<file path="config.mk">
export PLATFORM = sky130hd
export DESIGN_NAME = bss_sequencer
export DESIGN_NICKNAME = d
export VERILOG_FILES = /design/src/verilog/bss_pkg.sv /design/src/verilog/bss_en_if.sv /design/src/verilog/bss_en_filter.sv /design/src/verilog/bss_sequencer.sv
export VERILOG_INCLUDE_DIRS = /design/src /design/src/verilog
export SDC_FILE = /design/constraint.sdc
export NUM_CORES = 1
export LEC_CHECK = 0
export BUFFER_PORTS_ARGS = -buffer_cell sky130_fd_sc_hd__buf_2
export CAP_MARGIN = 20
export CORE_UTILIZATION = 38
export DETAILED_ROUTE_END_ITERATION = 10
export HOLD_SLACK_MARGIN = 0.15
export PLACE_DENSITY = 0.61
export SKIP_CTS_REPAIR_TIMING = 1
export SYNTH_ARGS = -nofsm -noshare
export SYNTH_HDL_FRONTEND = slang
export SYNTH_SLANG_ARGS = --single-unit
</file>
<file path="constraint.sdc">
create_clock -name clock_i -period 4.55 [get_ports clock_i]
set_clock_uncertainty 0.1 [all_clocks]
set_input_delay 0.6825 -clock clock_i [delete_from_list [all_inputs] [get_ports clock_i]]
set_output_delay 0.6825 -clock clock_i [all_outputs]
set_load 0.005 [all_outputs]
</file>
<file path="src/verilog/bss_cfg.svh">
// Timing, width, field and open-strap code constants for the start-up strap sequencer
`ifndef BSS_CFG_SVH
`define BSS_CFG_SVH
`define BSS_CLK_PERIOD_NS 25
`define BSS_INIT_TIME_US 300
`define BSS_POD_TIME_US 500
`define BSS_PG_DELAY_US 1000
`define BSS_HICCUP_TIME_MS 56
`define BSS_EN_DEGLITCH_NS 200
`define BSS_SS_BASE_MS 1
`define BSS_REF_FULL_MV 10'h320
`define BSS_REF_W 10
`define BSS_TMR_W 22
`define BSS_STEP_W 9
`define BSS_DEG_W 4
`define BSS_DEG_CYC ((`BSS_EN_DEGLITCH_NS + `BSS_CLK_PERIOD_NS - 1) / `BSS_CLK_PERIOD_NS)
`define BSS_SS_STEP_CYC ((`BSS_SS_BASE_MS * 1000000) / `BSS_CLK_PERIOD_NS / `BSS_REF_FULL_MV)
`define BSS_SS_TIME_LSB 0
`define BSS_SS_COMPB_BIT 2
`define BSS_SS_HICCUP_BIT 3
`define BSS_SS_OPEN_CODE 4'h2
`define BSS_MODE_FREQ_LSB 0
`define BSS_MODE_SKIP_BIT 2
`define BSS_MODE_OPEN_CODE 3'h1
`endif

</file>
<file path="src/verilog/bss_pkg.sv">
// Types shared by the start-up strap sequencer
package bss_pkg;
`include "bss_cfg.svh"
    typedef enum logic [8:0] {
        ST_OFF    = 9'h001,
        ST_INIT   = 9'h002,
        ST_IDLE   = 9'h004,
        ST_POD    = 9'h008,
        ST_RAMP   = 9'h010,
        ST_PGDLY  = 9'h020,
        ST_RUN    = 9'h040,
        ST_LATCH  = 9'h080,
        ST_HICCUP = 9'h100
    } bss_state_e;
    typedef logic [`BSS_REF_W-1:0] bss_ref_t;
    typedef logic [`BSS_TMR_W-1:0] bss_tmr_t;
    typedef logic [3:0] bss_ss_code_t;
    typedef logic [2:0] bss_mode_code_t;
endpackage

</file>
<file path="src/verilog/bss_en_if.sv">
// Enable pin between the sequencer and its deglitch filter
`timescale 1ns/1ps
interface bss_en_if;
    logic raw;
    logic level;
    modport filt (input raw, output level);
    modport seq (output raw, input level);
endinterface

</file>
<file path="src/verilog/bss_en_filter.sv">
// Enable deglitch filter
`timescale 1ns/1ps
`include "bss_cfg.svh"
module bss_en_filter (
    // Clock and reset
    input wire logic clock_i,
    input wire logic reset_i,
    // Enable pin
    bss_en_if.filt en
);
    import bss_pkg::*;

    logic [`BSS_DEG_W-1:0] cnt;
    logic [`BSS_DEG_W-1:0] next_cnt;
    logic level;
    logic next_level;

    // A new level is taken only after it has held for the whole deglitch time
    always_comb begin
        next_level = level;
        next_cnt = '0;
        if (en.raw != level) begin
            if (cnt == `BSS_DEG_W'(`BSS_DEG_CYC - 1)) begin
                next_level = en.raw;
            end else begin
                next_cnt = cnt + `BSS_DEG_W'(1);
            end
        end
    end

    always_ff @(posedge clock_i or posedge reset_i) begin
        if (reset_i) begin
            cnt <= '0;
            level <= 1'b0;
        end else begin
            cnt <= next_cnt;
            level <= next_level;
        end
    end

    assign en.level = level;
endmodule

</file>
<file path="src/verilog/bss_sequencer.sv">
// Start-up, shutdown and strap capture sequencer for a step-down converter
`timescale 1ns/1ps
`include "bss_cfg.svh"
module bss_sequencer #(
    parameter int unsigned INIT_CYC = (`BSS_INIT_TIME_US * 1000) / `BSS_CLK_PERIOD_NS,
    parameter int unsigned POD_CYC = (`BSS_POD_TIME_US * 1000) / `BSS_CLK_PERIOD_NS,
    parameter int unsigned PG_CYC = (`BSS_PG_DELAY_US * 1000) / `BSS_CLK_PERIOD_NS,
    parameter int unsigned HICCUP_CYC = (`BSS_HICCUP_TIME_MS * 1000000) / `BSS_CLK_PERIOD_NS
) (
    // Clock and reset
    input wire logic clock_i,
    input wire logic reset_i,
    // Supply monitor and enable pin
    input wire logic supply_good_i,
    input wire logic enable_i,
    // Decoded straps
    input wire bss_pkg::bss_ss_code_t ss_strap_code_i,
    input wire logic ss_strap_open_i,
    input wire bss_pkg::bss_mode_code_t mode_strap_code_i,
    input wire logic mode_strap_open_i,
    // Regulation comparators and modulator
    input wire logic ref_above_fb_i,
    input wire logic in_regulation_i,
    input wire logic hs_pulse_i,
    input wire logic fault_i,
    // Forced-continuous bit write
    input wire logic forced_continuous_mode_write_i,
    input wire logic forced_continuous_mode_data_i,
    // Gate drivers and reference DAC
    output logic high_side_en_o,
    output logic low_side_en_o,
    output bss_pkg::bss_ref_t ref_dac_o,
    // Open-drain power-good
    output logic power_good_out_o,
    output logic power_good_out_oe_o,
    // Latched configuration
    output logic strap_valid_o,
    output logic [1:0] soft_start_sel_o,
    output logic loop_comp_set_b_o,
    output logic hiccup_sel_o,
    output logic [1:0] switch_freq_sel_o,
    output logic forced_continuous_mode_o,
    output logic auto_skip_mode_o,
    output logic forced_continuous_mode_ack_o
);
    import bss_pkg::*;
    bss_en_if en_bus ();
    assign en_bus.raw = enable_i;
    bss_en_filter u_en_filter (.clock_i(clock_i), .reset_i(reset_i), .en(en_bus.filt));
    wire logic en_level = en_bus.level;
    bss_state_e state, next_state;
    bss_tmr_t tmr, next_tmr;
    logic [`BSS_STEP_W-1:0] step, next_step;
    bss_ref_t ref_code, next_ref;
    logic switching, next_switching;
    logic hs_seen, next_hs_seen;
    logic hs_en, next_hs_en;
    logic ls_en, next_ls_en;
    logic pg_pull, next_pg_pull;
    logic strap_valid, next_strap_valid;
    logic [1:0] ss_sel, next_ss_sel;
    logic comp_b, next_comp_b;
    logic hiccup, next_hiccup;
    logic [1:0] freq_sel, next_freq_sel;
    logic forced_continuous_mode_act, next_forced_continuous_mode_act;
    logic forced_continuous_mode_pend, next_forced_continuous_mode_pend;
    logic ack, next_ack;
    logic auto_skip, next_auto_skip;
    logic pg_out;
    logic [`BSS_STEP_W-1:0] step_lim;
    bss_ss_code_t ss_code;
    bss_mode_code_t mode_code;
    logic converting;
    // Open straps fall back to their default codes
    assign ss_code = ss_strap_open_i ? `BSS_SS_OPEN_CODE : ss_strap_code_i;
    assign mode_code = mode_strap_open_i ? `BSS_MODE_OPEN_CODE : mode_strap_code_i;
    // Ramp step doubles with each soft-start code
    assign step_lim = `BSS_STEP_W'(`BSS_SS_STEP_CYC) << ss_sel;
    assign converting = state inside {ST_POD, ST_RAMP, ST_PGDLY, ST_RUN, ST_LATCH, ST_HICCUP};
    always_comb begin
        next_state = state;
        next_tmr = tmr + `BSS_TMR_W'(1);
        next_step = step;
        next_ref = ref_code;
        next_switching = switching;
        next_hs_seen = hs_seen;
        next_pg_pull = pg_pull;
        next_strap_valid = strap_valid;
        next_ss_sel = ss_sel;
        next_comp_b = comp_b;
        next_hiccup = hiccup;
        next_freq_sel = freq_sel;
        next_forced_continuous_mode_act = forced_continuous_mode_act;
        next_forced_continuous_mode_pend = forced_continuous_mode_pend;
        next_ack = forced_continuous_mode_write_i;
        if (forced_continuous_mode_write_i) begin
            next_forced_continuous_mode_pend = forced_continuous_mode_data_i;
        end
        case (state)
            ST_OFF: begin
                next_tmr = '0;
                if (supply_good_i) begin
                    next_state = ST_INIT;
                end
            end
            ST_INIT: begin
                if (tmr == `BSS_TMR_W'(INIT_CYC - 1)) begin
                    next_state = ST_IDLE;
                    next_tmr = '0;
                    next_strap_valid = 1'b1;
                    next_ss_sel = ss_code[`BSS_SS_TIME_LSB +: 2];
                    next_comp_b = ss_code[`BSS_SS_COMPB_BIT];
                    next_hiccup = ss_code[`BSS_SS_HICCUP_BIT];
                    next_freq_sel = mode_code[`BSS_MODE_FREQ_LSB +: 2];
                    next_forced_continuous_mode_act = ~mode_code[`BSS_MODE_SKIP_BIT];
                    next_forced_continuous_mode_pend = ~mode_code[`BSS_MODE_SKIP_BIT];
                end
            end
            ST_IDLE: begin
                next_tmr = '0;
                next_forced_continuous_mode_act = next_forced_continuous_mode_pend;
                if (en_level) begin
                    next_state = ST_POD;
                end
            end
            ST_POD: begin
                if (tmr == `BSS_TMR_W'(POD_CYC - 1)) begin
                    next_state = ST_RAMP;
                    next_step = '0;
                    next_ref = '0;
                end
            end
            ST_RAMP: begin
                next_step = step + `BSS_STEP_W'(1);
                if (step >= step_lim - `BSS_STEP_W'(1)) begin
                    next_step = '0;
                    if (ref_code != `BSS_REF_FULL_MV) begin
                        next_ref = ref_code + `BSS_REF_W'(1);
                    end
                end
                if (ref_above_fb_i) begin
                    next_switching = 1'b1;
                end
                if (ref_code == `BSS_REF_FULL_MV && in_regulation_i) begin
                    next_state = ST_PGDLY;
                    next_tmr = '0;
                end
            end
            ST_PGDLY, ST_RUN: begin
                if (fault_i) begin
                    next_state = hiccup ? ST_HICCUP : ST_LATCH;
                    next_tmr = '0;
                    next_switching = 1'b0;
                    next_ref = '0;
                    next_pg_pull = 1'b1;
                end else if (state == ST_PGDLY && tmr == `BSS_TMR_W'(PG_CYC - 1)) begin
                    next_state = ST_RUN;
                    next_pg_pull = 1'b0;
                end
            end
            ST_LATCH: next_tmr = '0;
            ST_HICCUP: begin
                if (tmr == `BSS_TMR_W'(HICCUP_CYC - 1)) begin
                    next_state = ST_POD;
                    next_tmr = '0;
                end
            end
            default: begin
                next_state = ST_OFF;
                next_tmr = '0;
            end
        endcase
        // Enable low ends conversion and clears a latched fault, straps untouched
        if (!en_level && converting) begin
            next_state = ST_IDLE;
            next_switching = 1'b0;
            next_ref = '0;
            next_pg_pull = 1'b1;
            next_tmr = '0;
        end
        // Loss of supply-good drops everything, straps included
        if (!supply_good_i) begin
            next_state = ST_OFF;
            next_strap_valid = 1'b0;
            next_switching = 1'b0;
            next_ref = '0;
            next_pg_pull = 1'b1;
            next_tmr = '0;
        end
        next_hs_seen = next_switching && (hs_seen || hs_pulse_i);
        next_hs_en = next_switching;
        next_ls_en = next_switching && next_hs_seen;
        next_auto_skip = ~next_forced_continuous_mode_act;
    end
    always_ff @(posedge clock_i or posedge reset_i) begin
        if (reset_i) begin
            state <= ST_OFF;
            tmr <= '0;
            step <= '0;
            ref_code <= '0;
            switching <= 1'b0;
            hs_seen <= 1'b0;
            hs_en <= 1'b0;
            ls_en <= 1'b0;
            pg_pull <= 1'b1;
            pg_out <= 1'b0;
            strap_valid <= 1'b0;
            ss_sel <= 2'h0;
            comp_b <= 1'b0;
            hiccup <= 1'b0;
            freq_sel <= 2'h0;
            forced_continuous_mode_act <= 1'b1;
            forced_continuous_mode_pend <= 1'b1;
            ack <= 1'b0;
            auto_skip <= 1'b0;
        end else begin
            state <= next_state;
            tmr <= next_tmr;
            step <= next_step;
            ref_code <= next_ref;
            switching <= next_switching;
            hs_seen <= next_hs_seen;
            hs_en <= next_hs_en;
            ls_en <= next_ls_en;
            pg_pull <= next_pg_pull;
            pg_out <= 1'b0;
            strap_valid <= next_strap_valid;
            ss_sel <= next_ss_sel;
            comp_b <= next_comp_b;
            hiccup <= next_hiccup;
            freq_sel <= next_freq_sel;
            forced_continuous_mode_act <= next_forced_continuous_mode_act;
            forced_continuous_mode_pend <= next_forced_continuous_mode_pend;
            ack <= next_ack;
            auto_skip <= next_auto_skip;
        end
    end
    assign high_side_en_o = hs_en;
    assign low_side_en_o = ls_en;
    assign ref_dac_o = ref_code;
    assign power_good_out_o = pg_out;
    assign power_good_out_oe_o = pg_pull;
    assign strap_valid_o = strap_valid;
    assign soft_start_sel_o = ss_sel;
    assign loop_comp_set_b_o = comp_b;
    assign hiccup_sel_o = hiccup;
    assign switch_freq_sel_o = freq_sel;
    assign forced_continuous_mode_o = forced_continuous_mode_act;
    assign auto_skip_mode_o = auto_skip;
    assign forced_continuous_mode_ack_o = ack;
endmodule
</file>
==> summary.txt, run 1 <==
Clock network
  • Clk buf depth: 2
  • Total CTS buffers: 9
  • CTS Sinks: 69
  • CTS root buf: clkbuf_8
  • CTS tree: built
  • Htree depth: 3
  • Clock latency on the worst-skew pair: between 0.3 and 0.4 ns
  • Worst-path clk slew: roughly 0.08 ns

STA
  • Fmax: 0.327 GHz
  • Final-report setup violation count: 0
  • Hold Vio Cnt, Final: 0
  • Worst slew pin tran: around 0.85 ns
  • Fin crit period: roughly 3 ns
  • Setup_tns: 0 ns
  • Relative slew slack: 43.2%
  • Tcrit/Tclk final: 67.1%
  • RSZ-0062 raised after global routing: false
  • Min Hold Slack: between 0.3 and 0.4 ns
  • Setup WS post-layout: around 1.5 ns
  • Pins over their slew limit: 0

Worst hold path
  • Hold path start: forced_continuous_mode_write_i
  • Hold depth: 1
  • Hold crit path type: in -> reg
  • WHS Endpoint: forced_continuous_mode_ack_o$_DFF_PP0_

Routing
  • Starting DRT DRC Count: 235
  • DRC viols: 0
  • Routed Wire Length: a little under 9000 um
  • Pre-antenna DRT Iters: 6
  • Antenna Nets Post-Route: 0
  • Routed len/inst: 14.6 um
  • Drt via density: approximately 5.5
  • Vias: roughly 3300

Die
  • Die W: between 100 and 150 um
  • Chip Height: 105 um
  • Die area: roughly 11000 um2
  • Initial Utilization: roughly 40%
  • FP Rows: 37
  • I/O Pins: 43
  • Core area: approximately 10000 um2

Yosys
  • Synth Register Bits: slightly below 70
  • Register area share after synthesis: a little over two fifths
  • EDFF count, synth: 0
  • Ys async rst share: 100%
  • Library cells used by synthesis: 64
  • Syn nets: between 400 and 500
  • Syn. warnings: 0
  • Post-synth top flop: dfrtp_1
  • Synth Cell Area: ~4100 um2
  • Syn Area/Cell: around 9.3 um2
  • Post-synthesis cell count: about 440

Critical path
  • FF-to-FF path depth: 6
  • Max stage delay cell, worst path: nor4_4
  • Largest stage delay on the critical path: 0.64 ns
  • Reg-to-Reg End: tmr[16]$_DFF_PP0_
  • CP Max Fanout: 22
  • Worst EP required: 4.73 ns
  • CP endpoint kind: flip-flop
  • WP data arrival: approximately 3.2 ns
  • Crit Path Category: reg -> reg
  • Crit start category: flip-flop
  • Reg2Reg Setup Slack: ~1.5 ns
  • Worst r2r src: state[8]$_DFFE_PP0P_
  • CP cell instances: or4_4, nor4_4, o21ai_1, and3_4, a21o_1, nor2_1

Placement
  • DP Worst Slack: between 1.5 and 2 ns
  • Cells after DPL: ~600
  • Hpwl dp: 6480 um
  • Port bufs: 41
  • RePlAce Congestion: about 0.90

Run
  • Max Cap Viol: 0

Global routing
  • Antenna violations before repair: 0
  • Largest net degree at the start of global routing: 41
  • Vias in the first global route: 3238
  • GRT overflow: 0
  • Total GRT Usage: between 10% and 20%
  • First-pass GRT wire length: 15400 um

Final layout
  • Post-layout util: between 40% and 50%
  • Register area: approximately 1700 um2
  • Number of antenna diodes: 0
  • Area delta synth->final: 11.7%
  • Multi-input logic area: between 2000 and 2500 um2
  • Layout Nets: 505
  • Ratio of cells with drive above 1 in the final layout: roughly 17%
  • Finished Layout Cells: 611
  • Fillers: between 1000 and 1500

Pwr
  • Peak VDD IR: 0.164 mV
  • P per Cell Area: approximately 300 nW/um2
  • Leakage: slightly below 0.002 uW

Outcome
  • Status: completed
[per-stage QoR]
stage	instance area [um2]	power, uW
after floorplan	4070	803
after global placement	4340	840
after detailed placement	4340	844
after CTS	4540	1370
after global routing	4540	1430
final	4540	1350
[synth_stat cells, drive strengths merged, types with 5 or more instances]
library cell | number | area [um2]
dfrtp | 65 | 1630
nor2 | 47 | 176
nand2 | 30 | 115
nand3 | 23 | 115
o21ai | 23 | 115
inv | 22 | 82.6
a21oi | 18 | 90.1
xnor2 | 17 | 149
ha | 16 | 200
nor3 | 15 | 75.1
buf | 14 | 96.3
nand4 | 13 | 81.3
a31oi | 9 | 56.3
and3 | 9 | 61.3
nor4 | 9 | 101
xor2 | 9 | 78.8
nand2b | 7 | 43.8
nor3b | 7 | 63.8
o21a | 7 | 52.6
a21o | 6 | 45.0
clkbuf | 6 | 22.5
o22ai | 5 | 31.3
or3 | 5 | 31.3
[cells by family after synthesis]
logic type	after synthesis	share of synthesized area (%)
muxes	4	1.01
other	1	0.0922
buffers and inverters	42	4.95
and+or+nand+nor	189	26.1
xor gates and xnor gates	26	5.60
adders and majority gates	16	4.92
AOI/OAI and AO/OA	89	14.7
DFF	69	42.6
[cell type report]
| class | instances | share of cell area [%] |
|---|---|---|
| Clock buffer | 9 | 2.73 |
| Clock inverter | 7 | 1.76 |
| Inverter | 22 | 1.82 |
| Multi-Input combinational cell | 325 | 47.0 |
| Sequential cell | 69 | 38.1 |
| Tap cell | 136 | 3.74 |
| Timing Repair Buffer | 43 | 4.85 |
[power by group]
group | total, uW | switching [uW] | internal [uW] | leakage, uW
registers | 686 | 38.6 | 647 | 0.000908
logic | 146 | 84.2 | 61.4 | 0.000960
clock network | 522 | 262 | 260 | 0.0000968
total | 1350 | 385 | 968 | 0.00196
[cell usage in the layout, fill, tap and decap left out, drive strengths merged, types with 9 or more instances in the layout]
| cell | instances |
|---|---|
| a21oi | 18 |
| nand2 | 30 |
| a31oi | 9 |
| nor3 | 15 |
| and3 | 9 |
| o21ai | 23 |
| nand3 | 23 |
| nand4 | 13 |
| inv | 25 |
| dfrtp | 65 |
| nor4 | 9 |
| clkbuf | 9 |
| ha | 16 |
| xor2 | 9 |
| xnor2 | 17 |
| nor2 | 47 |
| buf | 43 |
[flip-flops by register name, indices dropped and copies added (netlist names), 2 cells and up]
register and cells:
soft_start_sel_o 2, step 9, tmr 22, state 9
ref_dac_o 10, u_en_filter.cnt 4, switch_freq_sel_o 2
[layer usage]
layer	vias up	GRT usage, %	share of wire, %
met5	-	0	0
met3	13	3.59	4.4
met4	0	6.34	1.6
met1	1593	22.1	45
li1	1639	-	-
met2	95	29.3	49
[worst max-delay path by stage]
stage / startpoint / endpoint / slack [ns] / depth (start not counted)
after global routing: tmr[16]$_DFF_PP0_ / tmr[18]$_DFF_PP0_ / 1.29 / 6
after global placement: state[8]$_DFFE_PP0P_ / tmr[0]$_DFF_PP0_ / 1.59 / 6
after floorplan: soft_start_sel_o[1]$_DFFE_PP0P_ / ref_dac_o[9]$_DFFE_PP0P_ / 1.78 / 11
after CTS: state[8]$_DFFE_PP0P_ / tmr[16]$_DFF_PP0_ / 1.48 / 6
after detailed placement: state[8]$_DFFE_PP0P_ / tmr[16]$_DFF_PP0_ / 1.51 / 6
final: state[8]$_DFFE_PP0P_ / tmr[16]$_DFF_PP0_ / 1.50 / 6
[critical path, delay by kind of cell (launching register included)]
family,cells,cell delay (ns)
AND/OR/NAND/NOR,4,1.73
flip-flops,1,0.46
AO/OA/AOI/OAI,2,0.69
No activity file was read; power rests on OpenSTA's default activity.
==> run 2, diff against run 1 <==
==> constraint.sdc (replaced) <==
create_clock -name clock_i -period 3 [get_ports clock_i]
set_clock_uncertainty 0.1 [all_clocks]
set_input_delay 0.45 -clock clock_i [delete_from_list [all_inputs] [get_ports clock_i]]
set_output_delay 0.45 -clock clock_i [all_outputs]
set_load 0.005 [all_outputs]
==> summary.txt, run 2 (synthesis gave the netlist of run 1 again) <==
Outcome
  • Status: completed

Pwr
  • P per Cell Area: 440 nW/um2 (+48%)
  • Switching Share: 27.1% (-1.4 points)
  • Peak VDD IR: 0.188 mV (+14%)
  • Leakage: 0.00202 uW (+2.6%)
  • Clock network fraction of design power: 37.6% (-1.0 points)
  • P_int: 1490 uW (+54%)
  • Switching component of the power: 552 uW (+43%)
  • Comb pwr share: 11.3% (+0.5 points)
  • Reg power frac: 51.1% (+0.4 points)

Global routing
  • Met1 usage: 22.7% (+0.53 points)
  • Total GRT Usage: 17.5% (+0.094 points)
  • GRT overflow: 0 (unchanged)
  • First-pass GRT wire length: 15700 um (+2.1%)
  • Vias in the first global route: 3268 (+0.93%)
  • Antenna violations before repair: 0 (unchanged)
  • GR Layer Usage met2: 29.3% (unchanged)
  • GR Layer Usage met3: 3.34% (-0.25 points)
  • Largest net degree at the start of global routing: 39 (-4.9%)
  • GR peak layer: met2

STA
  • Hold Vio Cnt, Final: 0 (unchanged)
  • Final-report setup violation count: 0 (unchanged)
  • Pins over their slew limit: 0 (unchanged)
  • Fin crit period: 2.74 ns (-0.317 ns)
  • RSZ-0062 raised after global routing: false
  • Relative slew slack: 52.0% (+8.8 points)
  • Setup WS post-layout: 0.262 ns (-1.23 ns)
  • Setup_tns: 0 ns (unchanged)
  • Fmax: 0.365 GHz (+12%)
  • Tcrit/Tclk final: 91.3% (+24 points)
  • Min Hold Slack: 0.113 ns (-0.240 ns)
  • Worst slew pin tran: 0.720 ns (-0.132 ns)

Final layout
  • Most frequent cells in the layout: dfrtp_1 (65), nor2_1 (47), buf_2 (41)
  • Post-layout util: 44.7% (+0.89 points)
  • Ratio of cells with drive above 1 in the final layout: 18.2% (+1.3 points)
  • Leading cell type in the layout, fill and taps excluded: dfrtp_1
  • Layout Nets: 514 (+1.8%)
  • Finished Layout Cells: 620 (+1.5%)
  • Max FFs per register: 22 (unchanged)
  • Area delta synth->final: 14.0%
  • Most flops, register: tmr
  • Number of antenna diodes: 0 (unchanged)

Critical path
  • CP Max Fanout: 15 (-32%)
  • Largest stage delay on the critical path: 0.40 ns (-0.24 ns)
  • Max stage delay cell, worst path: dfrtp_1
  • CP top delay family: compound AO/OA/AOI/OAI gates
  • Buf/Inv on CP: 3 (+3)
  • CP cell instances: inv_1, ha_1, inv_1, ha_1, nand2_1, a2111oi_1, a211oi_1, buf_4, or3_1, a221oi_1, nor2_1
  • Crit Path Category: reg -> reg
  • CP endpoint kind: flip-flop
  • Crit start category: flip-flop
  • Worst EP required: 3.14 ns (-1.59 ns)
  • WP data arrival: 2.88 ns (-0.35 ns)

Clock network
  • CTS root buf: clkbuf_8
  • Clk buf depth: 2 (unchanged)
  • Clock latency on the worst-skew pair: 0.35 ns (about the same)
  • Htree depth: 3 (unchanged)
  • Total CTS buffers: 9 (unchanged)
  • Worst-path clk slew: 0.08 ns (about the same)
  • CTS Sinks: 69 (unchanged)
  • CTS tree: built

Routing
  • Vias: 3344 (+0.12%)
  • Starting DRT DRC Count: 141 (-40%)
  • Drt via density: 5.39 (-1.3%)
  • DRC viols: 0 (unchanged)
  • Pre-antenna DRT Iters: 5 (-1)
  • Antenna Nets Post-Route: 0 (unchanged)
  • Routed len/inst: 14.4 um (-1.4%)
  • Routed Wire Length: 8930 um (+0.10%)

Run
  • Max Cap Viol: 0 (unchanged)

Placement
  • Cells after DPL: 603 (+1.3%)
  • RePlAce Congestion: 0.855 (-4.6%)
  • DP Worst Slack: 0.245 ns (-1.26 ns)
  • Hpwl dp: 6490 um (+0.11%)
  • Port bufs: 41 (unchanged)

Die
  • Chip Height: 105 um (unchanged)
  • Initial Utilization: 39.2% (unchanged)
  • Core area: 10400 um2 (unchanged)
  • FP Rows: 37 (unchanged)
  • I/O Pins: 43 (unchanged)
  • Die W: 105 um (unchanged)
  • Die area: 11100 um2 (unchanged)

Worst hold path
  • Hold crit path type: in -> async
## run 2: cell count changes in the layout (fill, tap and decap cells not counted), sizes merged
cell,previous run,this run
buf,43,51
inv,25,22
clkbuf,9,10
clkinv,1,2
clkinvlp,2,3
dlygate4sd3,0,1
## run 2: final timing paths
path | from | end | slack (ns) | cells after the start
worst max-delay path | soft_start_sel_o[0]$_DFFE_PP0P_ | ref_dac_o[7]$_DFFE_PP0P_ | 0.26 | 11
worst min register to register | hs_seen$_DFF_PP0_ | hs_seen$_DFF_PP0_ | 0.38 | 1
worst max register to register | soft_start_sel_o[0]$_DFFE_PP0P_ | ref_dac_o[7]$_DFFE_PP0P_ | 0.26 | 11
max in group asynchronous | reset_i | power_good_out_oe_o$_DFFE_PP1P_ | 1.96 | 3
min in group clock_i | supply_good_i | state[0]$_DFFE_PP1P_ | 0.20 | 2
worst min-delay path | reset_i | step[6]$_DFFE_PP0P_ | 0.11 | 2
## run 2: metal layers
layer | wire length, um | vias to the layer above
met5 | 0 | -
met4 | 171 | 0
met3 | 202 | 17
met2 | 4370 | 52
met1 | 4190 | 1617
li1 | - | 1658
## run 2: cell type report
class	instances	area (um2)
Clock buffer	10	138
Multi-Input combinational cell	325	2140
Tap cell	136	170
Inverter	22	82.6
Clock inverter	6	62.6
Fill cell	1041	5730
Timing Repair Buffer	52	315
Sequential cell	69	1730
## run 2: stage by stage
stage | power (uW) | instance area, um2
2_1_floorplan | 1220 | 4070
5_1_grt | 2150 | 4640
4_1_cts | 2080 | 4630
3_3_place_gp | 1280 | 4430
6_report | 2040 | 4640
3_5_place_dp | 1290 | 4430
## run 2: power groups by stage
| stage | Clock [uW] | Combinational, uW | Sequential (uW) |
|---|---|---|---|
| floorplan | 0 | 200 | 1020 |
| global placement | 0 | 227 | 1060 |
| detailed placement | 0 | 234 | 1060 |
| CTS | 803 | 234 | 1040 |
| global route | 842 | 262 | 1050 |
| finish | 766 | 230 | 1040 |
==> run 3, diff against run 2 <==
--- a/config.mk
+++ b/config.mk
@@ -10,6 +10,7 @@
 export CAP_MARGIN = 20
 export CORE_UTILIZATION = 38
 export DETAILED_ROUTE_END_ITERATION = 10
+export GPL_TIMING_DRIVEN = 0
 export HOLD_SLACK_MARGIN = 0.15
 export PLACE_DENSITY = 0.61
 export SKIP_CTS_REPAIR_TIMING = 1
==> summary.txt, run 3 (synthesis gave the netlist of run 1 again) <==
Clock network
  • CTS tree: built
  • Worst-path clk slew: 0.09 ns (about the same)
  • Clock latency on the worst-skew pair: 0.36 ns (about the same)
  • Total CTS buffers: 9 (unchanged)
  • Htree depth: 3 (unchanged)
  • CTS Sinks: 69 (unchanged)
  • Clk buf depth: 2 (unchanged)
  • CTS root buf: clkbuf_8

Critical path
  • CP endpoint kind: flip-flop
  • Worst EP required: 3.13 ns (about the same)
  • Reg2Reg Setup Slack: 0.17 ns (-0.09 ns)
  • CP Max Fanout: 10 (-5)
  • WP data arrival: 2.96 ns (+0.08 ns)
  • Crit Path Category: reg -> reg
  • Crit start category: flip-flop

Final layout
  • Ratio of cells with drive above 1 in the final layout: 19.8% (+1.6 points)
  • Most frequent cells in the layout: dfrtp_1 (64), buf_2 (49), nor2_1 (47)
  • Most flops, register: tmr
  • Layout Nets: 526 (+2.3%)
  • Area delta synth->final: 16.4%
  • Max FFs per register: 22 (unchanged)
  • Leading cell type in the layout, fill and taps excluded: dfrtp_1
  • Post-layout util: 45.7% (+0.94 points)
  • Number of antenna diodes: 0 (unchanged)

Worst hold path
  • Hold crit path type: in -> async

Die
  • I/O Pins: 43 (unchanged)
  • FP Rows: 37 (unchanged)
  • Chip Height: 105 um (unchanged)
  • Initial Utilization: 39.2% (unchanged)
  • Die W: 105 um (unchanged)
  • Core area: 10400 um2 (unchanged)
  • Die area: 11100 um2 (unchanged)

STA
  • Hold Vio Cnt, Final: 0 (unchanged)
  • Setup_tns: 0 ns (unchanged)
  • Fin crit period: 2.83 ns (+0.0906 ns)
  • Pins over their slew limit: 0 (unchanged)
  • RSZ-0062 raised after global routing: true
  • Fmax: 0.354 GHz (-3.2%)
  • Setup WS post-layout: 0.172 ns (-0.0906 ns)
  • Final-report setup violation count: 0 (unchanged)
  • Worst slew pin tran: 0.857 ns (+0.138 ns)
  • Tcrit/Tclk final: 94.3% (+3.0 points)
  • Relative slew slack: 42.8% (-9.1 points)
  • Min Hold Slack: 0.170 ns (+0.0578 ns)

Global routing
  • Total GRT Usage: 17.7% (+0.15 points)
  • Largest net degree at the start of global routing: 70 (+79%)
  • Antenna violations before repair: 0 (unchanged)
  • GRT overflow: 0 (unchanged)
  • First-pass GRT wire length: 15500 um (-1.2%)
  • Vias in the first global route: 3342 (+2.3%)

Pwr
  • Leakage: 0.00207 uW (+2.7%)
  • Peak VDD IR: 0.174 mV (-7.3%)
  • P per Cell Area: 469 nW/um2 (+6.8%)

Routing
  • Drt via density: 5.37 (-0.46%)
  • Routed len/inst: 14.5 um (+0.95%)
  • Starting DRT DRC Count: 144 (+2.1%)
  • Antenna Nets Post-Route: 0 (unchanged)
  • Vias: 3393 (+1.5%)
  • Routed Wire Length: 9180 um (+2.9%)
  • DRC viols: 0 (unchanged)
  • Pre-antenna DRT Iters: 4 (-1)

Placement
  • Hpwl dp: 6600 um (+1.7%)
  • Port bufs: 41 (unchanged)
  • RePlAce Congestion: 0.826 (-3.4%)
  • DP Worst Slack: -0.307 ns (-0.552 ns)

Outcome
  • Status: completed

Run
  • Max Cap Viol: 0 (unchanged)
==> run 3: path summary, 6_finish.rpt <==
| check | startpoint | to | cells after the start |
|---|---|---|---|
| setup / recovery | soft_start_sel_o[1]$_DFFE_PP0P_ | ref_dac_o[9]$_DFFE_PP0P_ | 11 |
| hold / removal | reset_i | switch_freq_sel_o[0]$_DFFE_PP0P_ | 2 |
| setup reg to reg | soft_start_sel_o[1]$_DFFE_PP0P_ | ref_dac_o[9]$_DFFE_PP0P_ | 11 |
| hold reg to reg | tmr[0]$_DFF_PP0_ | tmr[0]$_DFF_PP0_ | 1 |
| max in group asynchronous | reset_i | soft_start_sel_o[1]$_DFFE_PP0P_ | 2 |
| min in group clock_i | supply_good_i | state[0]$_DFFE_PP1P_ | 2 |
==> run 3: layout make-up <==
type	count	area [um2]
fill	1015	5640
clock buffer	9	124
inverter	22	85.1
buffer	20	123
sequential	69	1730
timing repair buffer	44	230
clock inverter	7	123
tap	136	170
multi-input combinational	325	2150
==> run 3: power breakdown <==
| group | total [uW] | internal, uW | leakage [uW] | switching, uW |
|---|---|---|---|---|
| clock network | 940 | 556 | 0.000116 | 384 |
| logic | 279 | 108 | 0.00105 | 171 |
| registers | 1000 | 981 | 0.000907 | 21.2 |
==> run 3: metal layers <==
layer	vias to the layer above	GRT usage, %	part of all wire, %
li1	1688	-	-
met5	-	0	0
met3	17	3.96	2.8
met4	0	7.55	1.8
met2	46	29.6	49
met1	1642	21.9	46
==> run 3: worst max-delay path, stage by stage, from the launching register on <==
cell and delay, ns:
dfrtp_2 0.42, inv_1 0.10, ha_1 0.28, inv_1 0.04, ha_1 0.28, a211oi_1 0.26, o21ai_0 0.17, a211oi_2 0.44
buf_4 0.25, nor3_1 0.08, a41oi_1 0.21, a31oi_1 0.06
==> run 3: through the flow <==
step / cells / area, um2 / power (uW)
after detailed placement: 613 / 4450 / 1300
after global routing: 632 / 4730 / 2330
after CTS: 629 / 4690 / 2250
final: 632 / 4730 / 2220
after global placement: 613 / 4440 / 1290
after floorplan: 436 / 4070 / 1220
